--- src/pcs_defs.svh ---
// Purpose: Offsets, field positions, reset values and timing of the
//          power-channel sequencer.
// Assumes: Byte addresses on a 32-bit register bus.
// Notes:   Definitions only.
`ifndef PCS_DEFS_SVH
`define PCS_DEFS_SVH
// ----------------------------------------
// Register offsets
// ----------------------------------------
`define PCS_OFS_CTRL     4'h0
`define PCS_OFS_VOLT     4'h4
`define PCS_OFS_BLIT     4'h8
`define PCS_OFS_STAT     4'hc
// ----------------------------------------
// Field positions
// ----------------------------------------
`define PCS_CTRL_PWM     0
`define PCS_CTRL_CH1     3
`define PCS_VOLT_B5      0
`define PCS_VOLT_L6      4
`define PCS_VOLT_L8      8
`define PCS_BLIT_DIM     0
`define PCS_BLIT_BOOST   8
`define PCS_BLIT_OVP     9
// ----------------------------------------
// Reset values
// ----------------------------------------
`define PCS_RST_B5       4'h0
`define PCS_RST_L6       4'h4
`define PCS_RST_L8       4'hc
`define PCS_RST_DIM      5'h1f
`define PCS_SEQ_OPEN     3'h5
// ----------------------------------------
// Timing
// ----------------------------------------
`define PCS_CLK_HZ       50000000
`define PCS_STEP_MS      10
`define PCS_SS_MS        4
`define PCS_PWM_FAST_HZ  2000000
`define PCS_PWM_SLOW_HZ  1000000
`define PCS_FB_SETTLE    20'h00003
`define PCS_STRAP_WAIT   2'h3
`define PCS_TW           20
`endif

--- src/pcs_pkg.sv ---
// Purpose: Types shared by the power-channel sequencer.
// Assumes: pcs_defs.svh supplies the widths.
// Notes:   State codes are Gray along off, up, on, down.
`include "pcs_defs.svh"
package pcs_pkg;
  typedef enum logic [1:0] {
    PCS_OFF  = 2'b00,
    PCS_UP   = 2'b01,
    PCS_ON   = 2'b11,
    PCS_DOWN = 2'b10
  } pcs_state_t;

  typedef struct packed {
    logic [3:0]            b5_code;
    logic [3:0]            l6_code;
    logic [3:0]            l8_code;
    logic [4:0]            dim;
    logic                  bl_boost;
    logic                  bl_ovp;
    logic                  b5_pwm;
    logic                  ch1_reg;
    logic                  ext_fb;
    logic                  waitreq;
    logic [31:0]           rdata;
    pcs_state_t            st;
    logic [2:0]            idx;
    logic [`PCS_TW-1:0]    timer;
    logic [`PCS_TW-1:0]    ss_cnt;
    logic [4:0]            ch_en;
    logic [4:0]            ss;
    logic [4:0]            dis;
    logic [2:0]            seq;
    logic [1:0]            strap_cnt;
    logic                  strap_done;
    logic                  clk_fast;
    logic                  clk_slow;
  } pcs_regs_t;
endpackage : pcs_pkg

--- src/pcs_div.sv ---
// Purpose: Free-running divider giving a one-cycle enable pulse.
// Assumes: DIV counts system clocks per pulse.
// Notes:   Pulse comes from a flip-flop.
`timescale 1ns/1ps
module pcs_div #(
  parameter int DIV = 25
) (
  // Clock and reset
  input  wire logic clock,
  input  wire logic sys_rst,
  // Enable pulse
  output logic      tick
);
  localparam int CW = $clog2(DIV);

  typedef struct packed {
    logic [CW-1:0] cnt;
    logic          tick;
  } pcs_div_st_t;

  pcs_div_st_t q;
  pcs_div_st_t d;

  generate
    if (DIV < 2) begin : g_bad
      $error("pcs_div: divide ratio must be at least two");
    end
  endgenerate

  // Wrap at DIV-1 and pulse on the wrap
  always_comb begin
    d = q;
    d.tick = 1'b0;
    if (q.cnt == CW'(DIV - 1)) begin
      d.cnt  = '0;
      d.tick = 1'b1;
    end else begin
      d.cnt = q.cnt + 1'b1;
    end
  end

  always_ff @(posedge clock) begin
    if (sys_rst) begin
      q <= '0;
    end else begin
      q <= d;
    end
  end

  assign tick = q.tick;
endmodule : pcs_div

--- src/pcs_sync.sv ---
// Purpose: Two-stage synchroniser for pin-level inputs.
// Assumes: Inputs are slow levels from outside the clock domain.
// Notes:   Only the second stage is visible outside.
`timescale 1ns/1ps
module pcs_sync #(
  parameter int W = 1
) (
  // Clock and reset
  input  wire logic         clock,
  input  wire logic         sys_rst,
  // Data
  input  wire logic [W-1:0] din,
  output logic      [W-1:0] dout
);
  typedef struct packed {
    logic [W-1:0] meta;
    logic [W-1:0] sync;
  } pcs_sync_st_t;

  pcs_sync_st_t q;
  pcs_sync_st_t d;

  generate
    if (W < 1) begin : g_bad
      $error("pcs_sync: width must be at least one");
    end
  endgenerate

  // First stage feeds only the second
  always_comb begin
    d.meta = din;
    d.sync = q.meta;
  end

  always_ff @(posedge clock) begin
    if (sys_rst) begin
      q <= '0;
    end else begin
      q <= d;
    end
  end

  assign dout = q.sync;
endmodule : pcs_sync

--- src/pmu_channel_sequencer.sv ---
// Purpose: Channel settings and power on/off ordering of a PMU.
// Assumes: Strap and feedback comparators are digitised off-chip.
// Notes:   Registers over Avalon-MM; one clock at 50 MHz.
//
// How it works
// - Buck5 4-bit voltage code, resets to external.
// - Code zero selects external feedback network.
// - Buck5 bit picks PFM or sync PWM.
// - LDO6 4-bit code, reset selects 1.8V.
// - LDO8 4-bit code, reset selects 2.5V.
// - Backlight bit picks current source or boost.
// - Backlight 5-bit dimming field, value over 31.
// - Boost mode bit limits output, 15V/21V.
// - Fast channels 2MHz, slow channels 1MHz.
// - Strap decodes to sequence 0..5, open is 5.
// - Fixed channel orders for sequences 1 to 5.
// - Sequence 0 orders 2,3,4; channel1 by register.
// - Group enable rise starts; 10ms between channels.
// - Each channel gets a 4ms soft start; channel1 in sequence 0 gets none.
// - Off in reverse, waiting each feedback below threshold.
// - Off complete when last feedback falls low.
// - Falling enable ignored during power-on sequence.
// - Rising enable ignored during power-off sequence.
`timescale 1ns/1ps
module pmu_channel_sequencer
  import pcs_pkg::*;
#(
  parameter int STEP_CYCLES = `PCS_STEP_MS * (`PCS_CLK_HZ / 1000),
  parameter int SS_CYCLES   = `PCS_SS_MS * (`PCS_CLK_HZ / 1000)
) (
  // Clock and reset
  input  wire logic        clock,
  input  wire logic        sys_rst,
  // Avalon-MM slave
  input  wire logic [3:0]  avs_address,
  input  wire logic        avs_read,
  input  wire logic        avs_write,
  input  wire logic [31:0] avs_writedata,
  input  wire logic [3:0]  avs_byteenable,
  output logic      [31:0] avs_readdata,
  output logic             avs_waitrequest,
  // Pins: group enable, strap, feedback-low flags
  input  wire logic        main_group_enable,
  input  wire logic [2:0]  sequence_strap,
  input  wire logic [4:0]  fb_below_thresh,
  // Channel controls, bit 0 is channel 1
  output logic      [4:0]  chan_enable,
  output logic      [4:0]  chan_soft_start,
  output logic      [4:0]  chan_discharge,
  // Converter clock enables
  output logic             pwm_tick_fast,
  output logic             pwm_tick_slow,
  // Analog settings
  output logic      [3:0]  buck5_voltage_code,
  output logic             buck5_ext_feedback,
  output logic             buck5_pwm_mode,
  output logic      [3:0]  ldo6_voltage_code,
  output logic      [3:0]  ldo8_voltage_code,
  output logic      [4:0]  backlight_dim_level,
  output logic             backlight_boost_mode,
  output logic             backlight_ovp_high
);
  import pcs_pkg::*;

  localparam int DIV_FAST = `PCS_CLK_HZ / `PCS_PWM_FAST_HZ;
  localparam int DIV_SLOW = `PCS_CLK_HZ / `PCS_PWM_SLOW_HZ;

  // ----------------------------------------
  // Elaboration checks
  // ----------------------------------------
  generate
    if (STEP_CYCLES >= (1 << `PCS_TW) || STEP_CYCLES < 2 ||
        SS_CYCLES < 1 || SS_CYCLES >= STEP_CYCLES) begin : g_bad
      $error("pmu_channel_sequencer: timing counts out of range");
    end
  endgenerate

  // ----------------------------------------
  // Decode functions
  // ----------------------------------------
  // Channel (0 = channel 1) at a position of a sequence order
  function automatic logic [2:0] pcs_order(input logic [2:0] seq,
                                           input logic [2:0] pos);
    logic [14:0] tbl;
    tbl = 15'h0000;
    unique case (seq)
      3'h0: tbl = {3'h0, 3'h0, 3'h3, 3'h2, 3'h1};
      3'h1: tbl = {3'h0, 3'h3, 3'h1, 3'h2, 3'h0};
      3'h2: tbl = {3'h0, 3'h1, 3'h3, 3'h2, 3'h0};
      3'h3: tbl = {3'h0, 3'h2, 3'h3, 3'h1, 3'h0};
      3'h4: tbl = {3'h4, 3'h1, 3'h2, 3'h3, 3'h0};
      default: tbl = {3'h0, 3'h2, 3'h1, 3'h3, 3'h0};
    endcase
    return tbl[pos*3 +: 3];
  endfunction : pcs_order

  // Last position of a sequence order
  function automatic logic [2:0] pcs_last(input logic [2:0] seq);
    logic [2:0] n;
    n = 3'h3;
    if (seq == 3'h0) begin
      n = 3'h2;
    end else if (seq == 3'h4) begin
      n = 3'h4;
    end
    return n;
  endfunction : pcs_last

  // ----------------------------------------
  // Pin synchronisers and dividers
  // ----------------------------------------
  logic       grp_s;
  logic [2:0] strap_s;
  logic [4:0] fb_s;
  logic       tick_fast;
  logic       tick_slow;

  pcs_sync #(.W(9)) u_sync (
    .clock   (clock),
    .sys_rst (sys_rst),
    .din     ({main_group_enable, sequence_strap, fb_below_thresh}),
    .dout    ({grp_s, strap_s, fb_s})
  );

  pcs_div #(.DIV(DIV_FAST)) u_div_fast (
    .clock   (clock),
    .sys_rst (sys_rst),
    .tick    (tick_fast)
  );

  pcs_div #(.DIV(DIV_SLOW)) u_div_slow (
    .clock   (clock),
    .sys_rst (sys_rst),
    .tick    (tick_slow)
  );

  // ----------------------------------------
  // State
  // ----------------------------------------
  pcs_regs_t  q;
  pcs_regs_t  d;
  logic [2:0] cur;
  logic [2:0] last;
  logic [31:0] wmask;

  assign cur   = pcs_order(q.seq, q.idx);
  assign last  = pcs_last(q.seq);
  assign wmask = {{8{avs_byteenable[3]}}, {8{avs_byteenable[2]}},
                  {8{avs_byteenable[1]}}, {8{avs_byteenable[0]}}};

  // Next-state logic: bus slave, strap capture, sequencer
  always_comb begin
    logic [31:0] wv;
    logic [2:0]  nch;
    wv  = 32'h0;
    nch = 3'h0;
    d   = q;
    d.clk_fast = tick_fast;
    d.clk_slow = tick_slow;

    // Bus: one wait cycle, then answer; write lands on the answer edge
    d.waitreq = 1'b1;
    if ((avs_read || avs_write) && q.waitreq) begin
      d.waitreq = 1'b0;
      if (avs_read) begin
        unique case (avs_address)
          `PCS_OFS_CTRL: d.rdata = {28'h0, q.ch1_reg, 2'h0, q.b5_pwm};
          `PCS_OFS_VOLT: d.rdata = {20'h0, q.l8_code, q.l6_code,
                                    q.b5_code};
          `PCS_OFS_BLIT: d.rdata = {22'h0, q.bl_ovp, q.bl_boost, 3'h0,
                                    q.dim};
          `PCS_OFS_STAT: d.rdata = {3'h0, q.dis, 3'h0, q.ss,
                                    3'h0, q.ch_en, q.strap_done,
                                    q.seq, 2'h0, q.st};
          default:       d.rdata = 32'h0;
        endcase
      end
    end
    if (avs_write && !q.waitreq) begin
      unique case (avs_address)
        `PCS_OFS_CTRL: begin
          wv = ({28'h0, q.ch1_reg, 2'h0, q.b5_pwm} & ~wmask) |
               (avs_writedata & wmask);
          d.b5_pwm  = wv[`PCS_CTRL_PWM];
          d.ch1_reg = wv[`PCS_CTRL_CH1];
        end
        `PCS_OFS_VOLT: begin
          wv = ({20'h0, q.l8_code, q.l6_code, q.b5_code} & ~wmask) |
               (avs_writedata & wmask);
          d.b5_code = wv[`PCS_VOLT_B5 +: 4];
          d.l6_code = wv[`PCS_VOLT_L6 +: 4];
          d.l8_code = wv[`PCS_VOLT_L8 +: 4];
        end
        `PCS_OFS_BLIT: begin
          wv = ({22'h0, q.bl_ovp, q.bl_boost, 3'h0, q.dim} & ~wmask) |
               (avs_writedata & wmask);
          d.dim      = wv[`PCS_BLIT_DIM +: 5];
          d.bl_boost = wv[`PCS_BLIT_BOOST];
          d.bl_ovp   = wv[`PCS_BLIT_OVP];
        end
        default: begin
          wv = 32'h0;
        end
      endcase
    end
    d.ext_fb = (d.b5_code == 4'h0);

    // Strap settles through the synchroniser before it is taken once
    if (!q.strap_done) begin
      if (q.strap_cnt == `PCS_STRAP_WAIT) begin
        d.seq        = (strap_s > `PCS_SEQ_OPEN) ? `PCS_SEQ_OPEN
                                                  : strap_s;
        d.strap_done = 1'b1;
      end else begin
        d.strap_cnt = q.strap_cnt + 2'h1;
      end
    end

    if (q.timer != '0) begin
      d.timer = q.timer - 1'b1;
    end
    if (q.ss_cnt != '0) begin
      d.ss_cnt = q.ss_cnt - 1'b1;
      if (q.ss_cnt == `PCS_TW'(1)) begin
        d.ss = 5'h00;
      end
    end

    unique case (q.st)
      PCS_OFF: begin
        if (q.strap_done && grp_s) begin
          nch        = pcs_order(q.seq, 3'h0);
          d.st       = PCS_UP;
          d.idx      = 3'h0;
          d.ch_en[nch] = 1'b1;
          d.dis      = 5'h00;
          d.ss       = 5'h01 << nch;
          d.ss_cnt   = `PCS_TW'(SS_CYCLES);
          d.timer    = `PCS_TW'(STEP_CYCLES - 1);
        end
      end
      PCS_UP: begin
        if (q.idx == last) begin
          if (q.ss_cnt == '0) begin
            d.st = PCS_ON;
          end
        end else if (q.timer == '0) begin
          nch          = pcs_order(q.seq, q.idx + 3'h1);
          d.idx        = q.idx + 3'h1;
          d.ch_en[nch] = 1'b1;
          d.ss         = 5'h01 << nch;
          d.ss_cnt     = `PCS_TW'(SS_CYCLES);
          d.timer      = `PCS_TW'(STEP_CYCLES - 1);
        end
      end
      PCS_ON: begin
        if (!grp_s) begin
          d.st         = PCS_DOWN;
          d.idx        = last;
          d.ch_en[last == 3'h4 ? 3'h4 : pcs_order(q.seq, last)] = 1'b0;
          d.dis[pcs_order(q.seq, last)] = 1'b1;
          d.ss         = 5'h00;
          d.ss_cnt     = '0;
          d.timer      = `PCS_FB_SETTLE;
        end
      end
      PCS_DOWN: begin
        if (q.timer == '0 && fb_s[cur]) begin
          if (q.idx == 3'h0) begin
            d.st  = PCS_OFF;
            d.dis = 5'h00;
          end else begin
            nch          = pcs_order(q.seq, q.idx - 3'h1);
            d.idx        = q.idx - 3'h1;
            d.ch_en[nch] = 1'b0;
            d.dis[nch]   = 1'b1;
            d.timer      = `PCS_FB_SETTLE;
          end
        end
      end
    endcase

    if (q.strap_done && q.seq == 3'h0) begin
      d.ch_en[0] = q.ch1_reg;
    end
  end

  always_ff @(posedge clock) begin
    if (sys_rst) begin
      q            <= '0;
      q.b5_code    <= `PCS_RST_B5;
      q.l6_code    <= `PCS_RST_L6;
      q.l8_code    <= `PCS_RST_L8;
      q.dim        <= `PCS_RST_DIM;
      q.ext_fb     <= 1'b1;
      q.waitreq    <= 1'b1;
      q.st         <= PCS_OFF;
    end else begin
      q <= d;
    end
  end

  // ----------------------------------------
  // Outputs straight from state
  // ----------------------------------------
  assign avs_readdata         = q.rdata;
  assign avs_waitrequest      = q.waitreq;
  assign chan_enable          = q.ch_en;
  assign chan_soft_start      = q.ss;
  assign chan_discharge       = q.dis;
  assign pwm_tick_fast        = q.clk_fast;
  assign pwm_tick_slow        = q.clk_slow;
  assign buck5_voltage_code   = q.b5_code;
  assign buck5_ext_feedback   = q.ext_fb;
  assign buck5_pwm_mode       = q.b5_pwm;
  assign ldo6_voltage_code    = q.l6_code;
  assign ldo8_voltage_code    = q.l8_code;
  assign backlight_dim_level  = q.dim;
  assign backlight_boost_mode = q.bl_boost;
  assign backlight_ovp_high   = q.bl_ovp;

  // ----------------------------------------
  // Checks
  // ----------------------------------------
  // Cycles since the last enable rise, and soft-start length
  logic [4:0]         en_prev;
  logic [`PCS_TW-1:0] gap;
  logic [`PCS_TW-1:0] ss_run;
  always_ff @(posedge clock) begin
    if (sys_rst) begin
      en_prev <= 5'h00;
      gap     <= '0;
      ss_run  <= '0;
    end else begin
      en_prev <= q.ch_en;
      gap     <= (|(q.ch_en & ~en_prev)) ? `PCS_TW'(1) : gap + 1'b1;
      ss_run  <= (q.ss != 5'h00) ? ss_run + 1'b1 : '0;
    end
  end
endmodule : pmu_channel_sequencer

--- config.mk ---
export PLATFORM = sky130hd
export DESIGN_NAME = pmu_channel_sequencer
export DESIGN_NICKNAME = d
export VERILOG_FILES = /design/src/pcs_pkg.sv /design/src/pcs_div.sv /design/src/pcs_sync.sv /design/src/pmu_channel_sequencer.sv
export VERILOG_INCLUDE_DIRS = /design/src
export SDC_FILE = /design/constraint.sdc
export NUM_CORES = 1
export LEC_CHECK = 0
export BUFFER_PORTS_ARGS = -buffer_cell sky130_fd_sc_hd__buf_2
export CAP_MARGIN = 20
export CORE_MARGIN = 10
export CORE_UTILIZATION = 45
export DETAILED_ROUTE_END_ITERATION = 10
export GPL_ROUTABILITY_DRIVEN = 0
export PLACE_DENSITY = 0.77
export RECOVER_POWER = 100
export SLEW_MARGIN = 5
export SYNTH_ARGS = -nofsm -noshare
export SYNTH_HDL_FRONTEND = slang
export SYNTH_SLANG_ARGS = --single-unit
--- constraint.sdc ---
create_clock -name clock -period 3.25 [get_ports clock]
set_input_delay 0.975 -clock clock [delete_from_list [all_inputs] [get_ports clock]]
set_output_delay 0.975 -clock clock [all_outputs]
set_load 0.005 [all_outputs]
==> run metrics, run 1 <==
status=complete, but fails checks; failing checks=capacitance limit, slew limit; Post-DRT Antenna Nets=0; critical path arrival=roughly 3.3 ns; final setup margin=0.2246 ns; top post-synthesis cells by area=dfxtp_1, buf_4, nor2_1, mux2i_1, nand2_1; Max Cap Viol=1; # rows=45; Num Clock Sinks=145; worst endpoint required time=between 3 and 4 ns; number of synthesized flops with an enable pin=0; die area=between 0.02 and 0.025 mm2; area growth from synthesis to layout=9.860%; main combinational cell family by area after synthesis=simple AND/OR/NAND/NOR gates; via/cell ratio=5.350; Lkg Pwr=3.085 nW; most frequent cells in the layout=dfxtp_1, nor2_1, nand2_1; sw frac=0.3143; Post-DP HPWL=approximately 12 mm; DR vias=between 5000 and 6000; Synth top area share=0.4070; vias in the first global route=5409; register area share after synthesis=0.4070; Final Max Tran Viols=86; Max FO, Critical Path=18; Syn Inst Count=825; Async SR Flop Fraction=0; Antenna Diode Count=0; post-CTS setup buffers=0; H-Tree Depth=4; Synth cell types=69; Worst Tran Pin Value=1.719 ns; CTS max path bufs=2; R2R cell count=8; mean area per synthesized cell=roughly 8.6 um2; TritonCTS Buffers=17; slowest CP cell=or4_4; Power per Cell Area=between 700 and 800 mW/mm2; adder-cell share of the synthesized area=0.02281; Total Neg Setup Slack=0 ns; design area=between 0.007 and 0.008 mm2; post-synthesis simple-gate area fraction=0.2202; area of the mapped netlist=just over 0.007 mm2; Boundary Pins=between 100 and 150; critical path class=reg -> reg; clock share of power=0.327; Non-Filler Instances=~1100; Synth area leader=dfxtp_1; Die H=145.9 um; met2 Use GR=0.2309; most common cell after layout, fill and taps aside=dfxtp_1; area of the multi-input gates=0.003542 mm2; Filler cells=between 1000 and 1500; unrepaired setup endpoints after global routing=no; antenna violations before repair=0; crit end category=flop; Iteration-0 DRC Markers=~400; Final nets=~900; XOR/XNOR share of the synthesized area=0.04544; Compound-Gate Fraction of Synth Area=0.1496; Psw=1.793 mW; core area=approximately 0.015 mm2; main flop type after synthesis=dfxtp_1; Hold Path Class=reg -> reg; CTS tree=built; final hold vios=0; drt wl/cell=between 10 and 15 um; hold path depth=1; input/output buffers=slightly above 90; total wire length=around 16 mm; mux cell area share after synthesis=0.05491; post-cts sizing count=0; Yosys warnings=0; DP Area=0.007367 mm2; CTS root buffer=clkbuf_16; clock-pin slew on the worst setup and hold paths=about 0.060 ns; fin crit share=0.9309; Max transition margin=-0.1458; post-placement cell count=roughly 1100; minimum clock period=3.025 ns; fraction of layout cells with a size suffix above 1=0.1129; Comb power frac=0.283; GR Util met1=0.1836; GR Overflow Total=0; crit start category=flop; clock skew=approximately 0.015 ns; cell with the most instances on the worst path=nor3_1; Int Power=3.912 mW; hold buffers post-CTS=0; register bit total from synthesis=145; worst skew pair latency=0.43 ns; fmax=~330 MHz; DR pass1 iterations=5; Most Used Layer, Global Route=met2; largest net degree at the start of global routing=86; M3 GR Usage=0.04874; Critical Path, Cell by Cell=or4_4 -> nor3_1 -> and4_4 -> inv_4 -> nor3_2 -> a21oi_4 -> a2111oi_0 -> nor3_1; Sequential Area=approximately 0.0029 mm2; DRC viols=0; final setup fails=0; Max stage delay on crit path=roughly 0.55 ns; DP Worst Slack=roughly 0.34 ns; Max VDD drop=between 0.3 and 0.4 mV; initial core utilization=0.4640; first-pass GRT wire length=26.48 mm; GRT Total Usage=0.1476; Die Wd=about 150 um; Flop pwr share=0.391
==> layer usage <==
layer | wire length [um] | vias up | part of all wire
li1 | - | 2869 | -
met1 | 7247 | 2684 | 0.45
met2 | 7285 | 192 | 0.46
met3 | 1158 | 28 | 0.072
met4 | 317 | 0 | 0.020
met5 | 0 | - | 0
==> through the flow <==
stage	total power [mW]	util	hold slack [ns]
floorplan	3.592	-	0.4138
global route	6.059	0.5097	0.4516
finish	5.705	0.5097	0.4333
detailed placement	3.878	0.4793	0.4218
global placement	3.825	0.4793	0.4210
CTS	5.757	0.5158	0.4349
==> logic make-up after synthesis <==
kind of cell | after synthesis
AOI/OAI and AO/OA | 156
xor gates and xnor gates | 37
adders and majority gates | 13
buffers and inverters | 122
DFF | 145
muxes | 36
other | 1
and+or+nand+nor | 315
==> worst paths after layout <==
kind / start / endpoint / slack (ns)
worst min register to register: u_sync.d[5]$_SDFF_PP0_ / u_sync.dout[5]$_SDFF_PP0_ / 0.43
worst max-delay path: q[52]$_SDFF_PP0_ / q[63]$_SDFFE_PP0P_ / 0.22
worst min-delay path: u_sync.d[5]$_SDFF_PP0_ / u_sync.dout[5]$_SDFF_PP0_ / 0.43
worst max register to register: q[52]$_SDFF_PP0_ / q[63]$_SDFFE_PP0P_ / 0.22
==> area by class of cell <==
type / instances / area share
Clock buffer: 23 / 0.06100
Clock inverter: 6 / 0.01054
Inverter: 22 / 0.01086
Multi-Input combinational cell: 566 / 0.4521
Sequential cell: 145 / 0.3705
Tap cell: 211 / 0.03370
Timing Repair Buffer: 106 / 0.06132
==> cell usage after synthesis (2+ instances only) <==
| library cell | n |
|---|---|
| a2111oi_0 | 2 |
| a21oi_1 | 46 |
| a221oi_1 | 3 |
| a22o_1 | 8 |
| a22oi_1 | 21 |
| a2bb2oi_1 | 2 |
| a31oi_1 | 10 |
| and2_1 | 5 |
| and3_1 | 5 |
| buf_1 | 4 |
| buf_2 | 4 |
| buf_4 | 65 |
| clkbuf_1 | 27 |
| dfxtp_1 | 145 |
| ha_1 | 13 |
| inv_1 | 20 |
| mux2_2 | 5 |
| mux2i_1 | 29 |
| mux4_2 | 2 |
| nand2_1 | 64 |
| nand2b_1 | 9 |
| nand3_1 | 18 |
| nand3b_1 | 3 |
| nand4_1 | 4 |
| nand4b_1 | 2 |
| nor2_1 | 104 |
| nor2b_1 | 31 |
| nor3_1 | 25 |
| nor3_2 | 3 |
| nor3b_1 | 4 |
| nor4_1 | 9 |
| o211ai_1 | 4 |
| o211ai_2 | 2 |
| o21a_1 | 8 |
| o21ai_0 | 24 |
| o21ai_1 | 4 |
| o21bai_1 | 3 |
| o221ai_1 | 2 |
| o41ai_1 | 2 |
| or3_1 | 14 |
| or4_1 | 5 |
| or4_4 | 3 |
| xnor2_1 | 26 |
| xor2_1 | 11 |
==> worst max-delay path: cells and delay by family, from the launching register on <==
| kind | cells | cell delay [ns] |
|---|---|---|
| AOI/OAI and AO/OA | 2 | 0.55 |
| buffers and inverters | 1 | 0.09 |
| DFF | 1 | 0.34 |
| and+or+nand+nor | 5 | 1.84 |
==> power groups by stage <==
stage / clock network (mW) / registers [mW] / logic (mW)
finish: 1.86 / 2.23 / 1.61
global route: 1.97 / 2.26 / 1.83
CTS: 1.90 / 2.23 / 1.63
detailed placement: 0 / 2.26 / 1.62
global placement: 0 / 2.25 / 1.57
floorplan: 0 / 2.21 / 1.38
(Power assumes the default switching activity.)
==> inputs of run 2 (changes only) <==
--- a/config.mk
+++ b/config.mk
@@ -17,4 +17,5 @@
 export SLEW_MARGIN = 5
 export SYNTH_ARGS = -nofsm -noshare
 export SYNTH_HDL_FRONTEND = slang
+export SYNTH_HIERARCHICAL = 1
 export SYNTH_SLANG_ARGS = --single-unit
==> run 2 against run 1 <==
The run still ends with capacitance limit, slew limit left; synthesized cell count grew 1.6%; largest power group is now clock; sequential cell count stayed put; hold slack worse by 0.0060 ns; global-route usage rose by 0.45 points; critical endpoint is now chan_soft_start[2]$_SDFF_PP0_; register-to-register slack gained 0.03 ns; critical path depth unchanged; clock skew is 0.0072 ns lower; total power increased by 6.2%; clock power rose by 23%; wire length rose by 4.6%; first-iteration DRC count up 14%; combinational power shrank 3%.
==> run metrics, run 2 <==
Power per Cell Area=755.1 mW/mm2 (+3.7%); Synth area leader=dfxtp_1; Synth top area share=0.4044 (-0.002625); clock-pin slew on the worst setup and hold paths=0.06 ns (about the same); CTS root buffer=clkbuf_16; sw frac=0.3042 (-0.01007); main flop type after synthesis=dfxtp_1; crit start category=flop; Critical Path, Cell by Cell=or4_4 -> or4_1 -> nor3_1 -> a21oi_1 -> clkbuf_1 -> and3_1 -> a22oi_1 -> nor2_1; Max transition margin=-0.01200 (+0.1338); GR Overflow Total=0 (unchanged); most frequent cell after synthesis=dfxtp_1; clock share of power=0.377 (+0.050); via/cell ratio=5.290 (-1.1%); Async SR Flop Fraction=0 (unchanged); XOR/XNOR share of the synthesized area=0.04637 (+0.0009271); H-Tree Depth=4 (unchanged); Final nets=937 (+1.4%); largest net degree at the start of global routing=44 (-49%); antenna violations before repair=0 (unchanged); Max VDD drop=0.4004 mV (+17%); crit end category=flop; Max stage delay on crit path=0.60 ns (+0.05 ns); most common cell after layout, fill and taps aside=dfxtp_1; Post-DRT Antenna Nets=0 (unchanged); initial core utilization=0.4552 (-0.008808); commonest cells in the netlist=dfxtp_1, nor2_1, buf_4, nand2_1, a21oi_1; area growth from synthesis to layout=11.73%; minimum clock period=2.999 ns (-0.02634 ns); Iteration-0 DRC Markers=448 (+14%); most frequent cells in the layout=dfxtp_1, nor2_1, clkbuf_1; area of the mapped netlist=0.007178 mm2 (+0.65%); Total Neg Setup Slack=0 ns (unchanged); unrepaired setup endpoints after global routing=no; Filler cells=1527 (+3.8%); Lkg Pwr=3.135 nW (+1.6%); Final Hold Slack=0.4272 ns (-0.006037 ns); Die H=146.3 um (+0.28%); vias in the first global route=5419 (+0.18%); post-cts sizing count=0 (unchanged); DR vias=5824 (+0.88%); Antenna Diode Count=0 (unchanged); slowest CP cell=or4_4; total wire length=16.75 mm (+4.6%); fin crit share=0.9228 (-0.008105); total power=6.056 mW (+6.2%); register bit total from synthesis=145 (unchanged); adder-cell share of the synthesized area=0.02092 (-0.001890); status=complete, but fails checks; Final Max Tran Viols=38 (-56%); GRT Total Usage=0.1521 (+0.004476); Num Clock Sinks=145 (unchanged); worst endpoint required time=3.53 ns (+0.05 ns); clock skew=0.007557 ns (-0.007208 ns); input/output buffers=92 (unchanged); main combinational cell family by area after synthesis=simple AND/OR/NAND/NOR gates; Max Cap Viol=1 (unchanged); DR pass1 iterations=5 (unchanged); fmax=333.4 MHz (+0.88%); Flop pwr share=0.366 (-0.025); Worst Tran Pin Value=1.518 ns (-0.2007 ns); CTS tree=built; Post-DP HPWL=11.94 mm (+3.5%); post-CTS setup buffers=0 (unchanged); post-layout util=0.5086 (-0.001158); Hold Path Class=reg -> reg; die area=0.02140 mm2 (+0.56%); Max FO, Critical Path=12 (-6); post-synthesis simple-gate area fraction=0.2372 (+0.01706); worst skew pair latency=0.43 ns (about the same); hold buffers post-CTS=0 (unchanged); fraction of layout cells with a size suffix above 1=0.1153 (+0.002351); drt wl/cell=15.21 um (+2.5%); final hold vios=0 (unchanged); critical path arrival=3.28 ns (+0.03 ns); TritonCTS Buffers=17 (unchanged); top post-synthesis cells by area=dfxtp_1, buf_4, nor2_1, mux2i_1, a21oi_1; first-pass GRT wire length=27.25 mm (+2.9%); final setup fails=0 (unchanged); # rows=46 (+2.2%); mean area per synthesized cell=8.566 um2 (-0.91%); Psw=1.842 mW (+2.8%); core area=0.01577 mm2 (+2.6%); CTS max path bufs=2 (unchanged); Yosys warnings=6 (+6); Die Wd=146.3 um (+0.28%); mux cell area share after synthesis=0.05404 (-0.0008771); Comb power frac=0.257 (-0.026); register area share after synthesis=0.4044 (-0.002625); failing checks=capacitance limit, slew limit; Boundary Pins=124 (unchanged); Synth cell types=75 (+8.7%); Int Power=4.214 mW (+7.7%); critical path class=reg -> reg; DRC viols=0 (unchanged); Compound-Gate Fraction of Synth Area=0.1396 (-0.01003); Syn Inst Count=838 (+1.6%); number of synthesized flops with an enable pin=0 (unchanged)
[run 2: changes by cell type after synthesis, moves of 7 or more]
| cell | before | now |
|---|---|---|
| nand3_1 | 18 | 7 |
| o21a_1 | 8 | 1 |
| and2b_1 | 0 | 7 |
| nor3_1 | 25 | 34 |
| nor4_1 | 9 | 17 |
| a21oi_1 | 46 | 57 |
| nor2_1 | 104 | 111 |
| inv_1 | 20 | 12 |
[run 2: logic make-up (layout without fill, tap and decap cells)]
logic type                 Yosys count  in the layout
and+or+nand+nor                    329            329
buffers and inverters              117            156
AOI/OAI and AO/OA                  159            159
muxes                               37             37
adders and majority gates           12             12
DFF                                145            145
xor gates and xnor gates            38             38
other                                1              9
[run 2: path summary, 6_finish.rpt]
check	start	cells past startpoint	slack, ns	end
setup / recovery	q[50]$_SDFF_PP0_	8	0.25	chan_soft_start[2]$_SDFF_PP0_
hold / removal	u_sync/d[8]$_SDFF_PP0_	1	0.43	u_sync/dout[8]$_SDFF_PP0_
setup reg to reg	q[50]$_SDFF_PP0_	8	0.25	chan_soft_start[2]$_SDFF_PP0_
hold reg to reg	u_sync/d[8]$_SDFF_PP0_	1	0.43	u_sync/dout[8]$_SDFF_PP0_
[run 2: worst max-delay path, delay by kind of cell (launching register included)]
kind / cells / cell delay (ns)
compound gates: 2 / 0.34
simple gates: 5 / 1.82
flops: 1 / 0.35
buf+inv: 1 / 0.35
[run 2: routing by layer]
metal,up-vias,global-route usage,wire [um]
met5,-,0,0
met4,0,0.04705,220
met3,19,0.04574,1001
met2,173,0.2377,7644
met1,2694,0.1971,7880
li1,2938,-,-
[run 2: power by group through the flow]
stage	clock network [mW]	logic [mW]	registers, mW
after CTS	2.30	1.56	2.22
after detailed placement	0	1.53	2.25
final	2.28	1.56	2.22
after floorplan	0	1.28	2.19
after global placement	0	1.50	2.24
after global routing	2.39	1.76	2.25
[run 2: through the flow]
stage / setup WS, ns / std cells / area, um2
CTS: 0.3584 / 1101 / 8122
detailed placement: 0.3796 / 1069 / 7435
finish: 0.2509 / 1101 / 8020
global route: 0.07853 / 1101 / 8020
global placement: 0.3820 / 1069 / 7435
floorplan: 0.6521 / 846 / 7208
[run 2: layout make-up]
type | instances | area, um2 | share of cell area
clock buffer | 19 | 432.9 | 0.05398
clock inverter | 13 | 254.0 | 0.03167
inverter | 13 | 48.80 | 0.006084
multi-input combinational | 584 | 3606 | 0.4496
sequential | 145 | 2903 | 0.3619
tap | 216 | 270.3 | 0.03370
timing repair buffer | 111 | 505.5 | 0.06303
==> inputs of run 3 (changes only) <==
--- a/config.mk
+++ b/config.mk
@@ -6,13 +6,13 @@
 export SDC_FILE = /design/constraint.sdc
 export NUM_CORES = 1
 export LEC_CHECK = 0
-export BUFFER_PORTS_ARGS = -buffer_cell sky130_fd_sc_hd__buf_2
 export CAP_MARGIN = 20
 export CORE_MARGIN = 10
 export CORE_UTILIZATION = 45
 export DETAILED_ROUTE_END_ITERATION = 10
+export DONT_BUFFER_PORTS = 1
 export GPL_ROUTABILITY_DRIVEN = 0
-export PLACE_DENSITY = 0.77
+export PLACE_DENSITY = 0.71
 export RECOVER_POWER = 100
 export SLEW_MARGIN = 5
 export SYNTH_ARGS = -nofsm -noshare
==> run 3 against run 2 <==
Hold slack better by 0.0047 ns; wire length shrank 2.3%; highest routed layer unchanged; clock power shrank 14%; largest cell class unchanged; core utilization decreased by 3.1 points; the flow now finishes without violations; critical path type unchanged; cell area shrank 6.1%; fmax increased by 3.3%; via count is 4.9% lower; critical path depth grew 1; die area unchanged; cell count down 8.4%; first-iteration DRC count is 25% higher; register-to-register slack improved by 0.097 ns.
==> run metrics, run 3 (synthesized netlist as in run 2, its figures left out) <==
Max transition margin=0.1849 (+0.1969); clock share of power=0.346 (-0.031); drt wl/cell=16.24 um (+6.8%); post-cts sizing count=0 (unchanged); Most Used Layer, Global Route=met2; Boundary Pins=124 (unchanged); die area=0.02140 mm2 (unchanged); Max FO, Critical Path=19 (+7); crit start category=flop; CTS root buffer=clkbuf_16; DP Area=0.006959 mm2 (-6.4%); Post-DRT Antenna Nets=0 (unchanged); register-to-register setup slack=0.35 ns (+0.10 ns); Non-Filler Instances=1008 (-8.4%); hold buffers post-CTS=0 (unchanged); critical path class=reg -> reg; post-CTS setup buffers=0 (unchanged); most common cell after layout, fill and taps aside=dfxtp_1; DR pass1 iterations=5 (unchanged); unrepaired setup endpoints after global routing=no; Psw=1.815 mW (-1.5%); minimum clock period=2.902 ns (-0.09719 ns); Post-DP HPWL=11.69 mm (-2.1%); design area=0.007533 mm2 (-6.1%); fraction of layout cells with a size suffix above 1=0.08470 (-0.03055); most frequent cells in the layout=dfxtp_1, nor2_1, nand2_1; core area=0.01577 mm2 (unchanged); Total Neg Setup Slack=0 ns (unchanged); DRC viols=0 (unchanged); Die Wd=146.3 um (unchanged); clock-pin slew on the worst setup and hold paths=0.06 ns (about the same); final hold vios=0 (unchanged); GRT Total Usage=0.1496 (-0.002457); Max VDD drop=0.3869 mV (-3.4%); TritonCTS Buffers=17 (unchanged); sw frac=0.3199 (+0.01576); post-placement cell count=975 (-8.8%); Iteration-0 DRC Markers=561 (+25%); slowest CP cell=dfxtp_1; worst endpoint required time=3.60 ns (+0.07 ns); via/cell ratio=5.497 (+3.9%); final setup fails=0 (unchanged); M3 GR Usage=0.04852 (+0.002781); Max stage delay on crit path=0.68 ns (+0.08 ns); Max Cap Viol=0 (-1); CTS max path bufs=2 (unchanged); largest net degree at the start of global routing=92 (+110%); Hold Path Class=reg -> reg; DR vias=5541 (-4.9%); input/output buffers=0 (-100%); GR Util met1=0.1995 (+0.002387); GR Overflow Total=0 (unchanged); critical path arrival=3.25 ns (-0.03 ns); worst skew pair latency=0.42 ns (about the same); crit end category=flop; Lkg Pwr=2.874 nW (-8.3%); first-pass GRT wire length=26.63 mm (-2.3%); Flop pwr share=0.392 (+0.026); total power=5.673 mW (-6.3%); clock skew=0.01085 ns (+0.003295 ns); initial core utilization=0.4552 (unchanged); CTS tree=built; status=finished, final reports clean; # rows=46 (unchanged); total wire length=16.37 mm (-2.3%); Power per Cell Area=753.0 mW/mm2 (-0.28%); Int Power=3.858 mW (-8.5%); Critical Path, Cell by Cell=mux2i_1 -> o22ai_1 -> nor3_1 -> a211o_1 -> a22oi_1 -> o21ba_2 -> clkbuf_1 -> o21ai_0 -> a21oi_1; H-Tree Depth=4 (unchanged); Final nets=843 (-10%); area growth from synthesis to layout=4.950%; Worst Tran Pin Value=1.223 ns (-0.2953 ns); met2 Use GR=0.2216 (-0.01615); Die H=146.3 um (unchanged); Num Clock Sinks=145 (unchanged); antenna violations before repair=1 (+1); vias in the first global route=5005 (-7.6%); Comb power frac=0.262 (+0.005); fmax=344.6 MHz (+3.3%); fin crit share=0.8929 (-0.02990); Final Max Tran Viols=0 (-100%)
==> run 3: power by group through the flow <==
| stage | Clock, mW | Sequential, mW | Combinational (mW) |
|---|---|---|---|
| global placement | 0 | 2.25 | 1.44 |
| floorplan | 0 | 2.19 | 1.28 |
| global route | 2.08 | 2.26 | 1.70 |
| finish | 1.96 | 2.22 | 1.49 |
| CTS | 2.01 | 2.22 | 1.50 |
| detailed placement | 0 | 2.25 | 1.48 |
==> run 3: layout make-up <==
cell class / count / area, um2
inverter: 13 / 48.80
clock inverter: 13 / 151.4
clock buffer: 19 / 452.9
multi-input combinational: 584 / 3600
fill: 1545 / 8237
sequential: 145 / 2903
timing repair buffer: 17 / 105.1
tap: 216 / 270.3
antenna: 1 / 2.502
==> run 3: final timing paths <==
kind	from	endpoint	cells after the start
hold reg to reg	u_sync/d[2]$_SDFF_PP0_	u_sync/dout[2]$_SDFF_PP0_	1
hold / removal	u_sync/d[2]$_SDFF_PP0_	u_sync/dout[2]$_SDFF_PP0_	1
setup / recovery	q[5]$_SDFFE_PP0P_	chan_enable[4]$_SDFFE_PP0P_	9
setup reg to reg	q[5]$_SDFFE_PP0P_	chan_enable[4]$_SDFFE_PP0P_	9
==> run 3: worst max-delay path: cells and delay by family, from the launching register on <==
kind	cells	cell delay, ns
AO/OA/AOI/OAI	6	1.65
buffers and inverters	1	0.20
multiplexers	1	0.21
flip-flops	1	0.68
AND/OR/NAND/NOR	1	0.09
==> run 3: per-layer routing <==
layer / routed length [um] / vias up
met5: 0 / -
met4: 243 / 0
met3: 1340 / 17
met2: 7274 / 206
met1: 7508 / 2569
li1: - / 2749
==> run 3: per-stage QoR <==
stage               hold slack [ns]  worst slack [ns]  utilization
floorplan                    0.4109            0.6521            -
global placement             0.4161            0.3944       0.4413
detailed placement           0.4228            0.3816       0.4413
CTS                          0.4336            0.3700       0.4796
global route                 0.4433           0.04490       0.4777
finish                       0.4319            0.3481       0.4777
